**config.mk**
```make
export PLATFORM = sky130hd
export DESIGN_NAME = i2c_reg_slave
export DESIGN_NICKNAME = d
export VERILOG_FILES = /design/src/i2c_slave_pkg.sv /design/src/pin_sync.sv /design/src/reg_store.sv /design/src/i2c_reg_slave.sv
export VERILOG_INCLUDE_DIRS = /design/src
export SDC_FILE = /design/constraint.sdc
export NUM_CORES = 2
export LEC_CHECK = 0
export BUFFER_PORTS_ARGS = -buffer_cell sky130_fd_sc_hd__clkbuf_2
export CAP_MARGIN = 25
export CELL_PAD_IN_SITES_DETAIL_PLACEMENT = 1
export CELL_PAD_IN_SITES_GLOBAL_PLACEMENT = 2
export CORE_MARGIN = 2
export CORE_UTILIZATION = 44
export CTS_CLUSTER_SIZE = 14
export DETAILED_ROUTE_END_ITERATION = 10
export PLACE_DENSITY = 0.83
export SETUP_SLACK_MARGIN = 0.1
export SYNTH_ARGS = -nofsm -noshare
export SYNTH_HDL_FRONTEND = slang
export SYNTH_SLANG_ARGS = --single-unit
```
**constraint.sdc**
```tcl
create_clock -name sys_clk -period 57.1 [get_ports sys_clk]
set_clock_uncertainty 0.15 [all_clocks]
set_input_delay 2.855 -clock sys_clk [delete_from_list [all_inputs] [get_ports sys_clk]]
set_output_delay 2.855 -clock sys_clk [all_outputs]
set_load 0.05 [all_outputs]
```
**src/i2c_slave_map.svh**
```systemverilog
// constants for the indexed-register two-wire slave
// assumes inclusion by the package, design modules and testbench only
`ifndef I2C_SLAVE_MAP_SVH
`define I2C_SLAVE_MAP_SVH
`define DEFAULT_DEV_ADDR 7'h29
`define INDEX_WIDTH 16
`define DATA_WIDTH 8
`define BIT_COUNT_LAST 4'h7
`define BIT_COUNT_ACK 4'h8
`define BIT_COUNT_ARMED 4'hF
`define REG_DEPTH 256
`endif

```
**src/i2c_slave_pkg.sv**
```systemverilog
// types used by the two-wire slave module
// assumes the map header sits in the same folder
`include "i2c_slave_map.svh"
package i2c_slave_pkg;
    // phase of the byte engine, one-hot
    typedef enum logic [4:0] {
        ST_IDLE = 5'h01,
        ST_ADDR = 5'h02,
        ST_IDX_HI = 5'h04,
        ST_IDX_LO = 5'h08,
        ST_DATA = 5'h10
    } phase_t;
endpackage

```
**src/pin_sync.sv**
```systemverilog
// two-flop synchroniser with edge detection for the bus pins
// assumes pins are asynchronous to sys_clk
`timescale 1ns/1ps
`default_nettype none
module pin_sync (
    input wire logic sys_clk,
    input wire logic rst,
    input wire logic pin_in,
    output logic level,
    output logic rise,
    output logic fall
);
    logic s1_q, s1_d; // first stage, read only by second
    logic s2_q, s2_d; // settled level
    logic s3_q, s3_d; // previous settled level
    // next values
    always_comb begin
        s1_d = pin_in;
        s2_d = s1_q;
        s3_d = s2_q;
    end
    // registers, idle bus is high
    always_ff @(posedge sys_clk or posedge rst) begin
        if (rst) begin
            s1_q <= 1'b1;
            s2_q <= 1'b1;
            s3_q <= 1'b1;
        end else begin
            s1_q <= s1_d;
            s2_q <= s2_d;
            s3_q <= s3_d;
        end
    end
    assign level = s2_q;
    assign rise = s2_q & ~s3_q;
    assign fall = ~s2_q & s3_q;
endmodule
`default_nettype wire

```
**src/reg_store.sv**
```systemverilog
// byte-wide register store addressed by an index
// assumes one write per cycle at most
`timescale 1ns/1ps
`default_nettype none
`include "i2c_slave_map.svh"
module reg_store #(
    parameter int DEPTH = `REG_DEPTH
) (
    input wire logic sys_clk,
    input wire logic rst,
    input wire logic wr_en,
    input wire logic [`INDEX_WIDTH-1:0] index,
    input wire logic [`DATA_WIDTH-1:0] wr_data,
    output logic [`DATA_WIDTH-1:0] rd_data
);
    localparam int AW = $clog2(DEPTH);
    logic [`DATA_WIDTH-1:0] mem_q [DEPTH];
    logic [`DATA_WIDTH-1:0] mem_d [DEPTH];
    logic [AW-1:0] slot; // low index bits pick the slot
    assign slot = index[AW-1:0];
    // next contents
    always_comb begin
        for (int i = 0; i < DEPTH; i++) begin
            mem_d[i] = mem_q[i];
        end
        if (wr_en) begin
            mem_d[slot] = wr_data;
        end
    end
    // storage flops
    always_ff @(posedge sys_clk or posedge rst) begin
        if (rst) begin
            for (int i = 0; i < DEPTH; i++) begin
                mem_q[i] <= 8'h00;
            end
        end else begin
            for (int i = 0; i < DEPTH; i++) begin
                mem_q[i] <= mem_d[i];
            end
        end
    end
    // combinational read, caller registers it
    assign rd_data = mem_q[slot];
endmodule
`default_nettype wire

```
**src/i2c_reg_slave.sv**
```systemverilog
// two-wire slave giving an external master indexed access to byte registers
// assumes scl and sda arrive asynchronously; sda drive is open-drain (low only)
// Notes on behaviour
// RQ1 - answer default address unless configured otherwise
// RQ2 - each byte followed by one acknowledge slot
// RQ3 - sample data on clock rise, hold while high
// RQ4 - start and stop are data edges, clock high
// RQ5 - master opens every message with start
// RQ6 - message ends in stop or repeated start
// RQ7 - first byte is address, lsb gives direction
// RQ8 - acknowledge matching address, keep direction bit
// RQ9 - two bytes after address form index, msb first
// RQ10 - shift in byte, acknowledge, then store it
// RQ11 - read loads indexed register, shifts on fall
// RQ12 - receiver acknowledges each byte
// RQ13 - only the master ends a message
// RQ14 - index increments after every data byte (a refused read byte leaves it unchanged)
// RQ15 - master bursts until nack or stop
// RQ16 - wide registers stored msb at lowest index
// RQ17 - read uses last written index, auto-increments
`timescale 1ns/1ps
`default_nettype none
`include "i2c_slave_map.svh"
module i2c_reg_slave
    import i2c_slave_pkg::*;
#(
    parameter int DEPTH = `REG_DEPTH
) (
    input wire logic sys_clk,
    input wire logic rst,
    input wire logic scl_in,
    input wire logic sda_in,
    output logic sda_out,
    output logic sda_oe,
    input wire logic addr_cfg_en,
    input wire logic [6:0] addr_cfg,
    output logic busy,
    output logic wr_strobe,
    output logic [`INDEX_WIDTH-1:0] cur_index
);
    logic scl_lvl, scl_rise, scl_fall;
    logic sda_lvl, sda_rise, sda_fall;
    // pin synchronisers
    pin_sync scl_sync (
        .sys_clk(sys_clk), .rst(rst), .pin_in(scl_in),
        .level(scl_lvl), .rise(scl_rise), .fall(scl_fall)
    );
    pin_sync sda_sync (
        .sys_clk(sys_clk), .rst(rst), .pin_in(sda_in),
        .level(sda_lvl), .rise(sda_rise), .fall(sda_fall)
    );
    // framing conditions while clock high
    logic start_ev, stop_ev;
    assign start_ev = scl_lvl & sda_fall; // [RQ4] [RQ5] [RQ6]
    assign stop_ev = scl_lvl & sda_rise; // [RQ4] [RQ13]

    phase_t phase_q, phase_d; // byte engine phase
    logic [3:0] bit_q, bit_d; // bit position, 8 is ack slot
    logic [7:0] sh_q, sh_d; // serial/parallel register
    logic rd_q, rd_d; // latched direction
    logic ack_q, ack_d; // we drive ack low in slot
    logic drv_q, drv_d; // we drive read data
    logic nack_q, nack_d; // master refused the read byte
    logic [`INDEX_WIDTH-1:0] idx_q, idx_d; // current register index
    logic wr_q, wr_d; // store pulse
    logic [7:0] store_q, store_d; // byte to store
    logic [7:0] rd_data;
    logic [6:0] my_addr;

    // address in use [RQ1]
    assign my_addr = addr_cfg_en ? addr_cfg : `DEFAULT_DEV_ADDR;

    // incoming byte with the new bit appended
    function automatic logic [7:0] shift_in(input logic [7:0] v, input logic b);
        return {v[6:0], b};
    endfunction

    // next state of the byte engine
    always_comb begin
        phase_d = phase_q;
        bit_d = bit_q;
        sh_d = sh_q;
        rd_d = rd_q;
        ack_d = ack_q;
        drv_d = drv_q;
        nack_d = nack_q;
        idx_d = idx_q;
        wr_d = 1'b0;
        store_d = store_q;
        if (start_ev) begin
            // start or repeated start restarts address phase [RQ6]
            phase_d = ST_ADDR;
            bit_d = `BIT_COUNT_ARMED; // the clock fall after a start is no data bit
            ack_d = 1'b0;
            drv_d = 1'b0;
            nack_d = 1'b0;
        end else if (stop_ev) begin
            phase_d = ST_IDLE; // [RQ13]
            ack_d = 1'b0;
            drv_d = 1'b0;
        end else if (phase_q != ST_IDLE) begin
            if (scl_rise) begin
                if (bit_q == `BIT_COUNT_ACK) begin
                    // master ack of read byte [RQ12]
                    if (rd_q && phase_q == ST_DATA) begin
                        nack_d = sda_lvl; // [RQ13]
                        // master ack moves the index before the next load [RQ14] [RQ17]
                        if (!sda_lvl) begin
                            idx_d = idx_q + 16'h0001;
                        end
                    end
                end else if (!drv_q) begin
                    // on a rise only a receiving engine shifts; a sending one keeps its byte until the fall
                    sh_d = shift_in(sh_q, sda_lvl); // [RQ3]
                end
            end else if (scl_fall) begin
                if (bit_q == `BIT_COUNT_LAST) begin
                    bit_d = `BIT_COUNT_ACK; // [RQ2]
                    drv_d = 1'b0;
                    case (phase_q)
                        ST_ADDR: begin
                            // address decode and direction [RQ7]
                            if (sh_q[7:1] == my_addr) begin
                                ack_d = 1'b1; // [RQ8]
                                rd_d = sh_q[0]; // [RQ8]
                            end else begin
                                phase_d = ST_IDLE;
                            end
                        end
                        ST_IDX_HI: begin
                            idx_d = {sh_q, idx_q[7:0]}; // [RQ9]
                            ack_d = 1'b1;
                        end
                        ST_IDX_LO: begin
                            idx_d = {idx_q[15:8], sh_q}; // [RQ9]
                            ack_d = 1'b1;
                        end
                        ST_DATA: begin
                            if (!rd_q) begin
                                ack_d = 1'b1; // [RQ10] [RQ12]
                                store_d = sh_q;
                            end
                        end
                        default: begin
                            phase_d = ST_IDLE;
                        end
                    endcase
                end else if (bit_q == `BIT_COUNT_ACK) begin
                    // end of ack slot, move on
                    ack_d = 1'b0;
                    bit_d = 4'h0;
                    case (phase_q)
                        ST_ADDR: begin
                            phase_d = rd_q ? ST_DATA : ST_IDX_HI;
                            if (rd_q) begin
                                // load indexed register [RQ11] [RQ17]
                                sh_d = rd_data;
                                drv_d = 1'b1;
                            end
                        end
                        ST_IDX_HI: phase_d = ST_IDX_LO;
                        ST_IDX_LO: phase_d = ST_DATA;
                        ST_DATA: begin
                            if (rd_q) begin
                                if (nack_q) begin
                                    phase_d = ST_IDLE; // [RQ13]
                                end else begin
                                    sh_d = rd_data; // index already advanced [RQ11]
                                    drv_d = 1'b1;
                                end
                            end else begin
                                // store then advance [RQ10] [RQ14] [RQ15] [RQ16]
                                wr_d = 1'b1;
                            end
                        end
                        default: phase_d = ST_IDLE;
                    endcase
                end else begin
                    bit_d = bit_q + 4'h1;
                    if (drv_q) begin
                        sh_d = {sh_q[6:0], 1'b0}; // next bit on fall [RQ11]
                    end
                end
            end
        end
        if (wr_q) begin
            idx_d = idx_q + 16'h0001; // [RQ14]
        end
    end

    // engine registers
    always_ff @(posedge sys_clk or posedge rst) begin
        if (rst) begin
            phase_q <= ST_IDLE;
            bit_q <= 4'h0;
            sh_q <= 8'h00;
            rd_q <= 1'b0;
            ack_q <= 1'b0;
            drv_q <= 1'b0;
            nack_q <= 1'b0;
            idx_q <= 16'h0000;
            wr_q <= 1'b0;
            store_q <= 8'h00;
        end else begin
            phase_q <= phase_d;
            bit_q <= bit_d;
            sh_q <= sh_d;
            rd_q <= rd_d;
            ack_q <= ack_d;
            drv_q <= drv_d;
            nack_q <= nack_d;
            idx_q <= idx_d;
            wr_q <= wr_d;
            store_q <= store_d;
        end
    end

    // register array
    reg_store #(.DEPTH(DEPTH)) store (
        .sys_clk(sys_clk),
        .rst(rst),
        .wr_en(wr_q),
        .index(idx_q),
        .wr_data(store_q),
        .rd_data(rd_data)
    );

    // open-drain: only ever pull low
    assign sda_out = 1'b0;
    assign sda_oe = ack_q | (drv_q & ~sh_q[7]); // [RQ8] [RQ11]
    assign busy = (phase_q != ST_IDLE);
    assign wr_strobe = wr_q;
    assign cur_index = idx_q;
endmodule
`default_nettype wire

```
# Word level (Yosys, flattened, before mapping)
# Cells that the tools add are included.
[classes]
add_sub_neg = 2
n_bitwise = 18
reduce_logical = 30
eq_ne = 34
order_cmp = 2
mux = 85
[op_table]
columns = ["operator", "count"]
rows = [
  ["2048-bit bitwise mux", 1],
  ["16-bit two-way mux", 10],
  ["8-bit two-way mux", 13],
  ["8-bit binary-select mux with 8-bit select", 1],
  ["8-bit demux with 8-bit select", 1],
  ["5-bit two-way mux", 11],
  ["1-bit two-way mux", 34],
  ["16-bit one-hot mux with 2 select lines", 1],
  ["8-bit AND reduction", 4],
  ["4-bit two-way mux", 7],
  ["3-bit nonzero test", 7],
  ["5-bit inequality test (second input constant)", 4],
  ["5-bit one-hot mux with 4 select lines", 1],
  ["10-bit AND reduction", 2],
  ["3-bit inequality test (second input constant)", 6],
  ["16-bit by 1-bit adder with 16-bit output (second input constant)", 1],
  ["8-bit one-hot mux with 2 select lines", 1],
  ["5-bit by 4-bit inequality test with 1-bit output (second input constant)", 3],
  ["2-bit nonzero test", 7],
  ["12-bit AND reduction", 1],
  ["5-bit one-hot mux with 2 select lines", 1],
  ["9-bit >= comparator (second input constant)", 1],
  ["9-bit by 1-bit < comparator with 1-bit output (second input constant)", 1],
  ["3-bit by 1-bit inequality test with 1-bit output (second input constant)", 3],
  ["29 further kinds", 49],
]
[totals]
register_bits = 2100
out_inout_bits = 20
in_bits = 12
wordCells = 444

# Longest topological paths before layout
[depth]
depth_word = 11
mapped_depth = 12
ltp_nobuf = 9

# Cells and area by module
# Synthesis repeated with hierarchy kept, for this count alone.
[unflattened]
cells_unflattened = 6178
hier_area_um2 = 96069.6
[by_module_without_submodules]
columns = ["mod", "area_per_inst_um2", "cells_per_inst", "seq_area_each_um2", "n_inst"]
rows = [
  ["reg_store", 92871.6, 5831, 51249.2, 1],
  ["i2c_reg_slave", 3002.9, 335, 1152.4, 1],
  ["pin_sync", 97.6, 6, 78.8, 2],
]

# Worst setup path before layout
# No wires, ideal clock.
[synth_timing]
path_type = "input-to-reg"
startpoint = "in addr_cfg[0]"
endpoint = "reg phase_q[2]"
t_required_ns = 56.825
path_buffers = 0
setup_time_ns = 0.125
path_stages = 7
slack_ns = 52.450
arrival_time_ns = 4.375
cell_sequence = "xor2_1 o31ai_1 a32oi_1 or4_1 a31oi_1 o21ai_1 mux2_2"
[synth_between]
elab_chain_cells = 4
[synth_rtl]
columns = ["element", "line_no", "source"]
rows = [
  ["start, declared", "i2c_reg_slave.sv:36", "input wire logic [6:0] addr_cfg,"],
  ["7-bit two-way mux (no line)", "--", ""],
  ["7-bit equality test", "i2c_reg_slave.sv:123", "if (sh_q[7:1] == my_addr) begin"],
  ["5-bit inequality test (no line)", "--", ""],
  ["8-bit AND reduction (no line)", "--", ""],
  ["end signal, assigned", "i2c_reg_slave.sv:205", "phase_q <= phase_d;"],
  ["end, declared", "i2c_reg_slave.sv:57", "phase_t phase_q, phase_d;"],
]
# Every way passes these cells.
# A chain may end at the register's enable or synchronous reset.

==> key figures <==
Run status
  • Outcome: finished, final reports clean

Global routing
  • Vias in the first global route: 59,100
  • Largest net degree at the start of global routing: 201
  • GRT Total Usage: 24.4%
  • Antenna violations before repair: 8
  • Total gr overflow: 0
  • First-pass GRT wire length: 406,000 um

Setup path
  • Critical Path End Type: async pin
  • FF-to-FF Start: cur_index[0]$_DFFE_PP0P_
  • Crit Path Max Fanout: 197
  • Worst flop-to-flop path endpoint: sh_q[0]$_DFFE_PP0P_
  • Data required, critical path: 57.77 ns
  • CP most frequent cell: buf_4
  • CP max stage delay: 0.81 ns
  • Worst EP arrival: 7.29 ns
  • Startpoint types: input port
  • Critical path class: input port to async pin
  • CP Cell Sequence: clkbuf_2, clkinvlp_4, buf_12, buf_4, buf_4, buf_4, buf_16, buf_4, buf_12
  • Slowest-stage cell, CP: buf_4
  • R2R cell count: 9
  • Flop2flop setup slack: 51.72 ns

STA
  • Worst slew pin tran: 1.30 ns
  • Fin crit share: 11.6%
  • Max-slew headroom: 13.5%
  • Setup Viol. Count Final: 0
  • Shortest clock period the worst path allows after layout: 6.62 ns
  • Fmax: 151 MHz
  • Final hold violations: 0
  • Slew Limit Fails: 0
  • RSZ-0062 raised after global routing: false
  • Setup TNS: 0 ns

Yosys
  • Mapped Cells: 5,966
  • Synth Cell Area: 0.0956 mm2
  • Yosys top cell area share: 54.8%
  • Yosys reg bits: 2,100
  • Post-synth ARST share: 100%
  • Synth area leader: dfrtp_1
  • Mux cell area share after synthesis: 39.4%
  • Synth area leaders: dfrtp_1 55%, mux2_2 24%, mux4_2 15%
  • Synthesis Warnings: 0
  • Number of enable flip-flop cells after synthesis: 0
  • Simple-Gate Fraction of Synth Area: 2.19%
  • Synth Area in XOR/XNOR: 0.0458%
  • Post-synth top flop: dfrtp_1
  • Mapped Avg Cell Area: 16.0 um2
  • Synth Area in Compound Gates: 1.26%
  • Seq/Total Area, Yosys: 55.0%
  • Largest family of logic cells by synthesized area: multiplexers
  • Synth Area in Adders: 0.105%
  • Synth cell types: 58
  • Syn nets: 5,986

Route
  • Via density: 6.11
  • DRT Pass-1 Iters: 5
  • DRC errors left: 0
  • Iter 0 DRT Violations: 4,439
  • Remaining antenna violation count: 0
  • Routed WL: 269,000 um
  • Via Count: 54,600
  • WL/cell: 30.1 um

CTS
  • # hold bufs at CTS: 0
  • Setup bufs post-CTS: 0
  • Reg clk slew, reported paths: 0.06 ns
  • Cts bufs inserted: 216
  • CTS tree: yes
  • H-tree depth: 4
  • Post-cts sizing count: 0
  • Root Buffer: clkbuf_16
  • Bufs on Longest Clock Path: 3
  • Clock net sink count: 2,100
  • Skew-Pair Late Insertion Delay: 0.87 ns

Placed design
  • Post-Place Cells: 8,522
  • # port buffers: 30
  • DPL Wire Length: 165,000 um
  • GPL Wtd Cong: 0.828

Worst hold path
  • Hold Path End: sda_sync.level$_DFF_PP1_
  • Hold Crit Start: sda_sync.s1_q$_DFF_PP1_
  • WHS Path Cells: 0
  • Type of the most critical hold path: flip-flop to flip-flop

Finish
  • Final cell count without fillers: 8,937
  • Layout Nets: 5,924
  • Area Growth Syn to Fin: 11.5%
  • Layout fillers: 20,300
  • Layout cells sized above 1: 53.6%

Power and ir drop
  • P_leak: 0.0497 uW
  • PwrDens: 31.6 mW/mm2
  • Maximum VDD drop: 0.0350 mV

Floorplan
  • Core Rows: 171
  • I/O pins: 32
  • Starting density of the core: 44.1%
  • Chip width: 470 um
  • Area of the core: 0.217 mm2
  • Chip height: 470 um
  • Die ar.: 0.221 mm2

Run
  • Maxcap violations: 0
==> where the power goes <==
part / total (uW) / switching [uW] / internal (uW) / leakage [uW]
registers: 1520 / 25.7 / 1500 / 0.0293
clock network: 1480 / 610 / 872 / 0.00369
logic: 367 / 237 / 130 / 0.0167
total: 3370 / 872 / 2500 / 0.0497
==> worst max-delay path, delay by kind of cell <==
kind                   cells  cell delay [ns]
buffers and inverters      9             4.06
==> layout make-up <==
type                       instances  area (um2)  share of cell area [%]
antenna                            4        10.0                 0.00939
clock buffer                     319        6420                    6.03
clock inverter                    74        1040                   0.978
inverter                          18        71.3                  0.0669
multi-input combinational       3405       41200                    38.7
sequential                      2100       52600                    49.4
tap                             2854        3570                    3.35
timing repair buffer             163        1630                    1.53
==> cells in the mapped netlist, types with 10 or more instances <==
cell / n
a21oi_1: 66
nand3_1: 30
dfrtp_1: 2093
nor3_1: 16
buf_1: 33
o22ai_1: 10
mux2_2: 2060
mux4_2: 636
a22oi_1: 52
nor2_1: 213
o21ai_0: 19
buf_2: 59
clkbuf_1: 329
buf_4: 15
mux2i_1: 15
inv_1: 16
nand2_1: 172
==> cell usage in the layout, fill, tap and decap left out, types with 7 or more instances in the layout <==
master and instances:
o22ai_1 10, or2_2 7, clkbuf_16 218, mux2_2 2060, nand3_1 22, clkbuf_1 42
nand2b_1 7, buf_12 16, nand3b_1 7, clkbuf_2 30, dfstp_2 7, a21oi_1 66
a31oi_1 8, buf_16 13, inv_1 15, dfrtp_4 12, nor3b_1 7, clkbuf_8 59
nor2_1 212, dfrtp_1 2081, and3_1 8, mux4_2 636, bufinv_16 21, buf_4 98
mux2i_1 15, a22oi_1 52, nor3_1 12, clkinv_2 34, ha_1 8, o21ai_0 19
nand2_1 172
==> how the worst max path moves through the flow <==
stage | from | endpoint | cells after the start
3_3_place_gp | rst | store.mem_q[197]$_DFFE_PP0P_ | 7
3_5_place_dp | rst | store.mem_q[148]$_DFFE_PP0P_ | 7
2_1_floorplan | rst | ack_q$_DFFE_PP0P_ | 1
5_1_grt | rst | store.mem_q[141]$_DFFE_PP0P_ | 9
4_1_cts | rst | store.mem_q[132]$_DFFE_PP0P_ | 7
6_report | rst | store.mem_q[132]$_DFFE_PP0P_ | 9
==> stage by stage <==
| step | power (uW) | hold WS, ns | util [%] | worst slack (ns) | cell area (um2) |
|---|---|---|---|---|---|
| global placement | 1920 | 0.201 | 45.5 | 48.87 | 98600 |
| detailed placement | 1920 | 0.198 | 45.6 | 48.66 | 98700 |
| finish | 3370 | 0.207 | 49.2 | 50.48 | 107000 |
| global route | 3490 | 0.214 | 49.2 | 49.90 | 107000 |
| CTS | 3400 | 0.208 | 49.0 | 49.59 | 106000 |
| floorplan | 1820 | 0.195 | - | 24.94 | 95600 |
==> metal layers <==
layer,vias up,share of wire [%],global-route usage (%)
met5,-,0,0
met4,0,3.1,7.85
met3,398,5.4,4.13
met2,1399,48,38.7
met1,30600,43,34.3
li1,22200,-,-
==> cells by family (layout without fill, tap and decap cells) <==
family	after synthesis	count (layout)
simple gates	493	493
flops	2100	2100
fa+ha+maj	8	8
other cells	1	5
buf+inv	461	574
mux	2711	2711
compound gates	187	187
xor+xnor	5	5
==> sequential cells by signal, indices dropped and copies added, names as in the netlist <==
| name | flops |
|---|---|
| nack_q | 1 |
| sh_q | 8 |
| cur_index | 16 |
| wr_strobe | 1 |
| phase_q | 5 |
| ack_q | 1 |
| sda_sync.level | 1 |
| scl_sync.s1_q | 1 |
| sda_sync.s3_q | 1 |
| rd_q | 1 |
| scl_sync.level | 1 |
| store.mem_q | 2048 |
| sda_sync.s1_q | 1 |
| drv_q | 1 |
| scl_sync.s3_q | 1 |
| store_q | 8 |
| bit_q | 4 |
Power figures use the tool's default switching activity.
